$ cat src/include/pfdr_pkg.sv
/*
  pfdr_pkg: constants, register map and carrier structs shared by the
  translation fault detect and report block.
  Assumes a 32-bit linear address space and a 32-bit register bus.
*/
package pfdr_pkg;

  // ----------------------------------------------------------------------
  // register map (byte addresses on the register bus)
  // ----------------------------------------------------------------------
  localparam logic [7:0] PFDR_CTRL_OFS = 8'h00;
  localparam logic [7:0] PFDR_FADDR_OFS = 8'h04;
  localparam logic [7:0] PFDR_ECODE_OFS = 8'h08;
  localparam logic [7:0] PFDR_COUNT_OFS = 8'h0C;

  // control register fields
  localparam int unsigned PFDR_CTRL_PG = 0;  // paging_enable_flag
  localparam int unsigned PFDR_CTRL_WP = 1;  // supervisor write protect
  localparam int unsigned PFDR_CTRL_PSE = 2; // large_page_flag
  localparam int unsigned PFDR_CTRL_PAE = 3; // physical_address_extension_flag
  localparam int unsigned PFDR_CTRL_NXE = 4; // execute-disable enabled
  localparam int unsigned PFDR_CTRL_W = 5;
  localparam logic [PFDR_CTRL_W-1:0] PFDR_CTRL_RST = 5'h00;

  // error code fields
  localparam int unsigned PFDR_EC_P = 0;
  localparam int unsigned PFDR_EC_WR = 1;
  localparam int unsigned PFDR_EC_US = 2;
  localparam int unsigned PFDR_EC_RESERVED_VIOLATION_BIT = 3;
  localparam int unsigned PFDR_EC_ID = 4;

  // reset value of the reported state and bytes per stack push
  localparam logic [31:0] PFDR_WORD_RST = 32'h0000_0000;
  localparam logic [31:0] PFDR_PUSH_BYTES = 32'h0000_0004;

  // AXI4-Lite responses
  localparam logic [1:0] PFDR_RESP_OKAY = 2'h0;
  localparam logic [1:0] PFDR_RESP_SLVERR = 2'h2;

  // one translation step as reported by the page walker
  typedef struct packed {
    logic [31:0] linear_addr; // address being translated
    logic present;            // present flag of the entry used
    logic user_page;          // entry allows user access
    logic writable;           // entry allows writes
    logic exec_disable;       // execute-disable bit of the page
    logic reserved_violation_bit_set;           // a reserved directory bit holds 1
    logic is_write;           // access is a write
    logic is_fetch;           // access is an instruction fetch
    logic user_mode;          // code runs in user mode
  } pfdr_walk_s;

  // restart and delivery context from the core
  typedef struct packed {
    logic [31:0] cur_ip;      // instruction_pointer of faulting instr
    logic [31:0] new_task_ip; // first instruction of incoming task
    logic [31:0] cur_sp;      // stack_pointer in use now
    logic [31:0] handler_sp;  // stack of the handler's level or task
    logic in_task_switch;     // walk belongs to a task switch
    logic new_task_ctx;       // fault while reading new task tables
    logic handler_task;       // handler entered through a task gate
    logic handler_more_priv;  // handler runs more privileged
    logic sp_pending;         // stack segment loaded, pointer not yet
  } pfdr_ctx_s;

endpackage

$ cat src/rtl/pfdr_fault_unit.sv
/*
  pfdr_fault_unit: translation_fault_exception detect and report unit.
  Watches each translation step, builds the error code, latches the
  fault_address_register and hands the restart point to the core.
  Assumes the walker and core context are synchronous to clk_in and
  that software reaches the control bits over AXI4-Lite.
*/
`timescale 1ns/1ns

module pfdr_fault_unit
  import pfdr_pkg::*;
#(
  parameter int unsigned LA_W = 32 // linear address width
) (
  input wire logic clk_in,                   // core clock
  input wire logic rstn_in,                  // sync reset, active low
  input wire logic walk_valid_in,            // one step offered
  input wire pfdr_walk_s walk_in,            // step contents
  input wire pfdr_ctx_s ctx_in,              // restart context
  input wire logic awvalid,                  // axi write address
  output logic awready,                      // axi
  input wire logic [31:0] awaddr,            // axi
  input wire logic wvalid,                   // axi write data
  output logic wready,                       // axi
  input wire logic [31:0] wdata,             // axi
  input wire logic [3:0] wstrb,              // axi
  output logic bvalid,                       // axi write response
  input wire logic bready,                   // axi
  output logic [1:0] bresp,                  // axi
  input wire logic arvalid,                  // axi read address
  output logic arready,                      // axi
  input wire logic [31:0] araddr,            // axi
  output logic rvalid,                       // axi read data
  input wire logic rready,                   // axi
  output logic [31:0] rdata,                 // axi
  output logic [1:0] rresp,                  // axi
  output logic fault_out,                    // fault raised, pulse
  output logic [31:0] fault_addr_out,        // fault_address_register
  output logic [31:0] push_data_out,         // error code to push
  output logic [31:0] push_addr_out,         // stack slot for push
  output logic [31:0] saved_ip_out,          // restart pointer
  output logic own_stack_out,                // handler stack in use
  output logic sp_inconsistent_out,          // stale pointer in use
  output logic load_full_state_out,          // load new task wholesale
  output logic accessed_set_out,             // set accessed flag
  output logic write_block_out               // squash memory write
);

  // ----------------------------------------------------------------------
  // parameter check
  // ----------------------------------------------------------------------
  if (LA_W != 32) begin : g_bad_width
    $error("pfdr_fault_unit: only 32-bit linear addresses supported");
  end

  // ----------------------------------------------------------------------
  // register decode
  // ----------------------------------------------------------------------
  function automatic logic [2:0] reg_sel(input logic [31:0] addr);
    // bit 2 flags a hit, low bits give the register
    unique case (addr[7:0])
      PFDR_CTRL_OFS: reg_sel = 3'h4;
      PFDR_FADDR_OFS: reg_sel = 3'h5;
      PFDR_ECODE_OFS: reg_sel = 3'h6;
      PFDR_COUNT_OFS: reg_sel = 3'h7;
      default: reg_sel = 3'h0;
    endcase
  endfunction

  function automatic logic [31:0] merge(input logic [31:0] old,
    input logic [31:0] nw, input logic [3:0] be);
    logic [31:0] m;
    m = old;
    for (int i = 0; i < 4; i++) begin
      if (be[i]) begin
        m[8*i +: 8] = nw[8*i +: 8];
      end
    end
    merge = m;
  endfunction

  logic [PFDR_CTRL_W-1:0] ctrl;
  logic [31:0] ecode;
  logic [31:0] count;
  wire high_addr_ok = (awaddr[31:8] == 24'h00_0000);
  wire [2:0] wsel = high_addr_ok ? reg_sel(awaddr) : 3'h0;
  wire [2:0] rsel = (araddr[31:8] == 24'h00_0000) ? reg_sel(araddr) : 3'h0;
  wire wr_take = awvalid && wvalid && !awready && !bvalid;
  wire rd_take = arvalid && !arready && !rvalid;
  wire wr_ctrl = wr_take && (wsel == 3'h4);
  wire wr_faddr = wr_take && (wsel == 3'h5);
  wire [31:0] ctrl_word = {27'h000_0000, ctrl};
  // merged in a named wire: a function result cannot be part-selected
  wire [31:0] ctrl_merged = merge(ctrl_word, wdata, wstrb);

  // ----------------------------------------------------------------------
  // fault detection
  // ----------------------------------------------------------------------
  logic hit;
  logic [31:0] hit_code;

  pfdr_classify u_classify (
    .walk_in(walk_in),
    .ctrl_in(ctrl),
    .fault_out(hit),
    .ecode_out(hit_code)
  );

  wire take = walk_valid_in && hit;
  // own stack when the handler is a task or more privileged
  wire own_stack = ctx_in.handler_task || ctx_in.handler_more_priv;
  // same level and task falls back to the current, maybe stale, pointer
  wire [31:0] stack_top = own_stack ? ctx_in.handler_sp
    : ctx_in.cur_sp;
  wire [31:0] next_push_addr = stack_top - PFDR_PUSH_BYTES;
  // new task table faults restart at the new task's entry point
  wire [31:0] next_saved_ip = ctx_in.new_task_ctx ? ctx_in.new_task_ip
    : ctx_in.cur_ip;
  wire next_accessed = take && walk_in.present;
  wire next_block = take && walk_in.is_write;

  // ----------------------------------------------------------------------
  // fault report registers
  // ----------------------------------------------------------------------
  always_ff @(posedge clk_in) begin
    if (!rstn_in) begin
      fault_out <= 1'b0;
      push_data_out <= PFDR_WORD_RST;
      push_addr_out <= PFDR_WORD_RST;
      saved_ip_out <= PFDR_WORD_RST;
      own_stack_out <= 1'b0;
      sp_inconsistent_out <= 1'b0;
      load_full_state_out <= 1'b0;
      accessed_set_out <= 1'b0;
      write_block_out <= 1'b0;
    end else begin
      fault_out <= take;
      accessed_set_out <= next_accessed;
      write_block_out <= next_block;
      load_full_state_out <= take && ctx_in.in_task_switch;
      if (take) begin
        push_data_out <= hit_code;
        push_addr_out <= next_push_addr;
        saved_ip_out <= next_saved_ip;
        own_stack_out <= own_stack;
        sp_inconsistent_out <= ctx_in.sp_pending && !own_stack;
      end
    end
  end

  // hardware capture beats a software write in the same cycle
  always_ff @(posedge clk_in) begin
    if (!rstn_in) begin
      fault_addr_out <= PFDR_WORD_RST;
      ecode <= PFDR_WORD_RST;
      count <= PFDR_WORD_RST;
    end else if (take) begin
      fault_addr_out <= walk_in.linear_addr;
      ecode <= hit_code;
      count <= count + 32'h0000_0001;
    end else if (wr_faddr) begin
      fault_addr_out <= merge(fault_addr_out, wdata, wstrb);
    end
  end

  // ----------------------------------------------------------------------
  // AXI4-Lite slave: write and read paths, one transfer each at a time
  // ----------------------------------------------------------------------
  always_ff @(posedge clk_in) begin
    if (!rstn_in) begin
      awready <= 1'b0;
      wready <= 1'b0;
      bvalid <= 1'b0;
      bresp <= PFDR_RESP_OKAY;
      ctrl <= PFDR_CTRL_RST;
    end else begin
      awready <= wr_take;
      wready <= wr_take;
      if (wr_take) begin
        bvalid <= 1'b1;
        bresp <= wsel[2] ? PFDR_RESP_OKAY : PFDR_RESP_SLVERR;
      end else if (bready) begin
        bvalid <= 1'b0;
      end
      if (wr_ctrl) begin
        ctrl <= ctrl_merged[PFDR_CTRL_W-1:0];
      end
    end
  end

  // read data is captured at acceptance so it cannot shift under rvalid
  always_ff @(posedge clk_in) begin
    if (!rstn_in) begin
      arready <= 1'b0;
      rvalid <= 1'b0;
      rdata <= PFDR_WORD_RST;
      rresp <= PFDR_RESP_OKAY;
    end else begin
      arready <= rd_take;
      if (rd_take) begin
        rvalid <= 1'b1;
        rresp <= rsel[2] ? PFDR_RESP_OKAY : PFDR_RESP_SLVERR;
        unique case (rsel)
          3'h4: rdata <= ctrl_word;
          3'h5: rdata <= fault_addr_out;
          3'h6: rdata <= ecode;
          3'h7: rdata <= count;
          default: rdata <= PFDR_WORD_RST;
        endcase
      end else if (rready) begin
        rvalid <= 1'b0;
      end
    end
  end

  // ----------------------------------------------------------------------
  // assertions
  // ----------------------------------------------------------------------
  wire pg_on = ctrl[PFDR_CTRL_PG];

  property p_not_present;
    @(posedge clk_in) disable iff (!rstn_in)
    walk_valid_in && pg_on && !walk_in.present
      |=> fault_out && !push_data_out[PFDR_EC_P];
  endproperty
  a_not_present: assert property (p_not_present)
    else $error("absent page did not fault with P clear");

  property p_user_super;
    @(posedge clk_in) disable iff (!rstn_in)
    walk_valid_in && pg_on && walk_in.present && walk_in.user_mode
      && !walk_in.user_page
      |=> fault_out && push_data_out[PFDR_EC_P] && push_data_out[PFDR_EC_US];
  endproperty
  a_user_super: assert property (p_user_super)
    else $error("user access to supervisor page not reported");

  property p_user_ro;
    @(posedge clk_in) disable iff (!rstn_in)
    walk_valid_in && pg_on && walk_in.user_mode && walk_in.is_write
      && !walk_in.writable |=> fault_out && push_data_out[PFDR_EC_WR];
  endproperty
  a_user_ro: assert property (p_user_ro)
    else $error("user write to read-only page not reported");

  property p_wp;
    @(posedge clk_in) disable iff (!rstn_in)
    walk_valid_in && pg_on && walk_in.present && !walk_in.reserved_violation_bit_set
      && !walk_in.user_mode && walk_in.is_write && !walk_in.writable
      && walk_in.user_page && !walk_in.is_fetch
      |=> fault_out == $past(ctrl[PFDR_CTRL_WP]);
  endproperty
  a_wp: assert property (p_wp)
    else $error("supervisor write fault disagrees with write protect");

  property p_no_fault_off;
    @(posedge clk_in) disable iff (!rstn_in)
    !pg_on || !walk_valid_in |=> !fault_out;
  endproperty
  a_no_fault_off: assert property (p_no_fault_off)
    else $error("fault raised without paging or a walk");

  property p_reserved_violation_bit;
    @(posedge clk_in) disable iff (!rstn_in)
    walk_valid_in && pg_on && walk_in.present && walk_in.reserved_violation_bit_set
      |=> fault_out && push_data_out[PFDR_EC_RESERVED_VIOLATION_BIT]
        == ($past(ctrl[PFDR_CTRL_PSE]) || $past(ctrl[PFDR_CTRL_PAE]));
  endproperty
  a_reserved_violation_bit: assert property (p_reserved_violation_bit)
    else $error("reserved bit fault or its code bit wrong");

  property p_fetch;
    @(posedge clk_in) disable iff (!rstn_in)
    walk_valid_in && pg_on && walk_in.is_fetch && walk_in.exec_disable
      && ctrl[PFDR_CTRL_NXE] |=> fault_out && push_data_out[PFDR_EC_ID];
  endproperty
  a_fetch: assert property (p_fetch)
    else $error("fetch from execute-disabled page not reported");

  property p_addr;
    @(posedge clk_in) disable iff (!rstn_in)
    take |=> fault_addr_out == $past(walk_in.linear_addr);
  endproperty
  a_addr: assert property (p_addr)
    else $error("fault address register missed the faulting address");

  property p_restart;
    @(posedge clk_in) disable iff (!rstn_in)
    take |=> saved_ip_out == ($past(ctx_in.new_task_ctx)
      ? $past(ctx_in.new_task_ip) : $past(ctx_in.cur_ip));
  endproperty
  a_restart: assert property (p_restart)
    else $error("restart pointer wrong");

  property p_stack;
    @(posedge clk_in) disable iff (!rstn_in)
    take && !ctx_in.handler_task && !ctx_in.handler_more_priv
      |=> !own_stack_out && push_addr_out == $past(ctx_in.cur_sp) - 32'h4;
  endproperty
  a_stack: assert property (p_stack)
    else $error("push slot not on current stack");

  property p_block;
    @(posedge clk_in) disable iff (!rstn_in)
    take && walk_in.is_write |=> write_block_out && fault_out;
  endproperty
  a_block: assert property (p_block)
    else $error("faulting write not blocked");

  property p_full;
    @(posedge clk_in) disable iff (!rstn_in)
    take |=> load_full_state_out == $past(ctx_in.in_task_switch);
  endproperty
  a_full: assert property (p_full)
    else $error("task switch fault did not load full state");

  property p_accessed;
    @(posedge clk_in) disable iff (!rstn_in)
    take |=> accessed_set_out == $past(walk_in.present);
  endproperty
  a_accessed: assert property (p_accessed)
    else $error("accessed flag update disagrees with entry presence");

  c_absent: cover property (@(posedge clk_in) take && !walk_in.present);
  c_switch: cover property (@(posedge clk_in) take && ctx_in.new_task_ctx);
  c_stale: cover property (@(posedge clk_in) take && ctx_in.sp_pending);
  c_back: cover property (@(posedge clk_in) take ##1 take);

endmodule // pfdr_fault_unit

$ cat src/rtl/pfdr_classify.sv
/*
  pfdr_classify: combinational check of one translation step and
  assembly of the fault error code.
  Assumes the caller registers the results.
*/
`timescale 1ns/1ns

module pfdr_classify
  import pfdr_pkg::*;
(
  input wire pfdr_walk_s walk_in,            // translation step
  input wire logic [PFDR_CTRL_W-1:0] ctrl_in, // control bits
  output logic fault_out,                     // step must fault
  output logic [31:0] ecode_out               // error code word
);

  // ----------------------------------------------------------------------
  // fault causes
  // ----------------------------------------------------------------------
  wire pg = ctrl_in[PFDR_CTRL_PG];
  wire not_present = !walk_in.present;
  wire priv_viol = walk_in.user_mode && !walk_in.user_page;
  wire user_ro = walk_in.user_mode && walk_in.is_write
    && !walk_in.writable;
  // supervisor writes only trip on user pages, and only under wp
  wire sup_ro = !walk_in.user_mode && ctrl_in[PFDR_CTRL_WP]
    && walk_in.is_write && !walk_in.writable && walk_in.user_page;
  wire xd_on = ctrl_in[PFDR_CTRL_NXE];
  wire exec_viol = xd_on && walk_in.is_fetch && walk_in.exec_disable;
  wire reserved_violation_bit_viol = walk_in.reserved_violation_bit_set;
  wire large_or_ext = ctrl_in[PFDR_CTRL_PSE] || ctrl_in[PFDR_CTRL_PAE];

  // ----------------------------------------------------------------------
  // error code; absent pages dominate since their other bits mean nothing
  // ----------------------------------------------------------------------
  always_comb begin
    fault_out = pg && (not_present || priv_viol || user_ro || sup_ro
      || exec_viol || reserved_violation_bit_viol);
    ecode_out = PFDR_WORD_RST;
    ecode_out[PFDR_EC_P] = !not_present;
    ecode_out[PFDR_EC_WR] = walk_in.is_write;
    ecode_out[PFDR_EC_US] = walk_in.user_mode;
    ecode_out[PFDR_EC_RESERVED_VIOLATION_BIT] = !not_present && reserved_violation_bit_viol
      && large_or_ext;
    ecode_out[PFDR_EC_ID] = xd_on && walk_in.is_fetch;
  end

endmodule // pfdr_classify

$ cat config.mk
export PLATFORM = sky130hd
export DESIGN_NAME = pfdr_fault_unit
export DESIGN_NICKNAME = d
export VERILOG_FILES = /design/src/include/pfdr_pkg.sv /design/src/rtl/pfdr_fault_unit.sv /design/src/rtl/pfdr_classify.sv
export SDC_FILE = /design/constraint.sdc
export NUM_CORES = 1
export LEC_CHECK = 0
export BUFFER_PORTS_ARGS = -buffer_cell sky130_fd_sc_hd__buf_2
export CAP_MARGIN = 15
export CORE_MARGIN = 8
export CORE_UTILIZATION = 25
export DETAILED_ROUTE_END_ITERATION = 10
export PLACE_DENSITY = 0.57
export SYNTH_ARGS = -nofsm -noshare
export SYNTH_HDL_FRONTEND = slang
export SYNTH_SLANG_ARGS = --single-unit
$ cat constraint.sdc
create_clock -name clk_in -period 3.3 [get_ports clk_in]
set_input_delay 0 -clock clk_in [delete_from_list [all_inputs] [get_ports clk_in]]
set_output_delay 0 -clock clk_in [all_outputs]
set_load 0.005 [all_outputs]
==> impl_metrics.ini <==
[clock_network]
cts_tree = yes
cts_buffers = 17
clockRootBuffer = clkbuf_16
cts_max_path_buffers = 2
clock_sinks = 182
h-tree-depth = 4
cts.clk_slew.worst_paths_ns = 0.07
postCtsSetupBuffers = 0
clk_latency_ns = 0.45

[yosys]
synthDistinctLibCells = 58
ys.flop_type = dfxtp_1
async_flop_share_pct = 0
synth_cells = 1148
syn-cell-area_um2 = 9260
synth_seq_cells = 182
yosysSeqAreaShare_pct = 39.3
synth-edff-count = 0
syn_avg_cell_area_um2 = 8.07
synth.yosys.warnings = 0

[flow_run]
drv_cap = 0

[global_routing]
grt_max_degree = 71
gr-total-overflow = 0
grt_pass1_wl_mm = 61.8
antenna_found_initial = 2
grt_pass1_vias = 10900
grt.total_usage_pct = 17.7

[detailed_routing]
num_vias = 10500
drt-pass1-iter-count = 5
drt-initial-drc-count = 542
wl_per_cell_um = 18.4
drcViolationCount = 0
wirelength_mm = 40.3
ant_nets = 0
viasPerCell = 4.81

[pwr]
max-vdd-ir-drop_uv = 338
power.density_nw_per_um2 = 351
p_leak_nw = 6.22

[final_layout]
most-common-layout-cells = buf_2 (426), nand2_1 (193), dfxtp_1 (182)
final_area_um2 = 14100
nets = 1995
fillers = 3675
final_common_cell = buf_2
syn_to_final_growth_pct = 52.7
num_antenna_cells = 0
layout-drive-gt1-share_pct = 29.1

[placed_design]
dp_hpwl_mm = 29.7
gp_congestion = 0.880
portBuffers = 426
dpl_cell_area_um2 = 11800

[worst_setup_path]
worstSetupStartpoint = awaddr[9]
timing.rr.end = fault_addr_out[29]$_SDFFE_PN0P_
worstPathRequired_ns = 3.68
arrival_ns = 3.38
r2r_start = ctrl[4]$_SDFFE_PN0P_
ff2ff_path_depth = 7
worstSetupPathType = in2reg
end_kind = flip-flop
crit_end = fault_addr_out[16]$_SDFFE_PN0P_
worstPathMaxFanout = 16
cp-start-kind = primary input
reg2reg_slack_ns = 0.37

[sta]
max_slew_margin_pct = 38.3
period_needed_ns = 3.00
skew_ns = 0.0119
worst_slew_pin_slew_ns = 0.925
drv_slew = 0
finalSetupTns_ns = 0
rsz0062_at_grt = false
period_share_pct = 91.0
finalHoldViolations = 0
finalSetupViolCount = 0
clock.fmax_ghz = 0.333

[floorplanning]
io_pins = 456
dieArea_um2 = 43500
dieWidth_um = 208
core_um2 = 36500
die_h_um = 208
num_rows = 70
start_util_pct = 25.4

[run_status]
status = complete, no violations

[hold_path]
holdCritPathClass = in2reg
-- per-layer routing --
metal / wire length (um) / up-vias / global-route usage, %
met5: 12 / - / 0
met4: 828 / 2 / 5.14
met3: 3670 / 58 / 6.73
met2: 19300 / 452 / 30.4
met1: 16500 / 4876 / 20.3
li1: - / 5149 / -
-- critical path, stage by stage --
cell and delay (ns):
dlygate4sd3_1 0.53, buf_2 0.13, nor2_1 0.08, dlygate4sd3_1 0.55, nand2_1 0.06, or3_1 0.50, o21ai_2 0.58, nor2_1 0.10
a311oi_1 0.27, dlygate4sd3_1 0.59
-- worst min-delay path by stage --
stage | from | to | slack (ns) | cells past startpoint
floorplan | walk_in[7] | push_data_out[0]$_SDFFE_PN0N_ | 0.14 | 2
global placement | ctx_in[4] | load_full_state_out$_SDFF_PN0_ | 0.23 | 2
detailed placement | ctx_in[4] | load_full_state_out$_SDFF_PN0_ | 0.23 | 2
CTS | ctx_in[103] | saved_ip_out[2]$_SDFFE_PN0N_ | 0.0006 | 3
global route | ctx_in[119] | saved_ip_out[18]$_SDFFE_PN0N_ | 0.009 | 3
finish | ctx_in[48] | push_addr_out[11]$_SDFFE_PN0N_ | 0.02 | 4
-- synthesized netlist by cell type (4+ instances only) --
| master | n | area share, % |
|---|---|---|
| a211oi_1 | 34 | 2.8 |
| a21oi_1 | 43 | 2.3 |
| a311oi_1 | 34 | 3.2 |
| a31oi_1 | 4 | 0.27 |
| and2_1 | 30 | 2.0 |
| and3_1 | 6 | 0.41 |
| and4_1 | 4 | 0.38 |
| buf_1 | 10 | 0.41 |
| buf_2 | 11 | 0.59 |
| buf_4 | 30 | 2.4 |
| clkbuf_1 | 58 | 2.4 |
| dfxtp_1 | 182 | 39 |
| inv_1 | 13 | 0.53 |
| mux2i_1 | 78 | 8.4 |
| mux4_2 | 5 | 1.2 |
| nand2_1 | 193 | 7.8 |
| nand2b_1 | 4 | 0.27 |
| nand3_1 | 42 | 2.3 |
| nand4_1 | 12 | 0.81 |
| nor2_1 | 131 | 5.3 |
| nor3_1 | 31 | 1.7 |
| nor4_1 | 28 | 1.9 |
| o2111ai_1 | 7 | 0.66 |
| o211ai_1 | 6 | 0.49 |
| o21ai_0 | 47 | 2.5 |
| o21ai_1 | 5 | 0.27 |
| o311ai_0 | 9 | 0.85 |
| or3_1 | 15 | 1.0 |
| or4_1 | 5 | 0.41 |
| xnor2_1 | 28 | 2.6 |
| xor2_1 | 4 | 0.38 |
-- sequential cells by signal, summed over array words and instances (netlist names), 5 cells and up --
signal          flops
count              32
push_data_out       5
saved_ip_out       32
ctrl                5
rdata              32
fault_addr_out     32
push_addr_out      32
-- kinds of logic after synthesis --
group | share of synthesized area (%)
and+or+nand+nor | 26.0
AOI/OAI and AO/OA | 15.1
DFF | 39.3
buffers and inverters | 6.43
muxes | 9.77
xor gates and xnor gates | 3.03
adders and majority gates | 0.270
other | 0.0405
-- what timing repair did --
item                                    CTS  global route
hold endpoints to repair                 97             0
hold buffers                            178             0
endpoints found under the setup margin    0             8
gates resized for setup                   0             1
-- power by group --
group          internal [mW]  leakage (nW)  switching (mW)
clock                   1.17         0.285           0.928
combinational          0.336          4.47           0.321
sequential              2.20          1.47         0.00414
total                   3.71          6.22            1.25
-- area by class of cell --
class	instances	area, um^2	area share (%)
Sequential cell	182	3640	25.8
Clock inverter	11	124	0.876
Tap cell	468	586	4.14
Multi-Input combinational cell	871	5160	36.5
Clock buffer	20	467	3.30
Timing Repair Buffer	627	4110	29.1
Inverter	13	51.3	0.363
-- metrics by stage --
stage,util [%],power (mW),worst slack (ns),instances,hold slack (ns)
2_1_floorplan,-,2.51,0.344,1176,0.136
6_report,38.7,4.96,0.296,2192,0.0230
3_5_place_dp,32.2,2.75,0.678,1983,0.229
3_3_place_gp,32.2,2.75,0.765,1983,0.226
5_1_grt,38.7,5.17,0.138,2192,0.00851
4_1_cts,38.7,5.01,0.106,2192,0.000608
No activity file was read; power rests on OpenSTA's default activity.
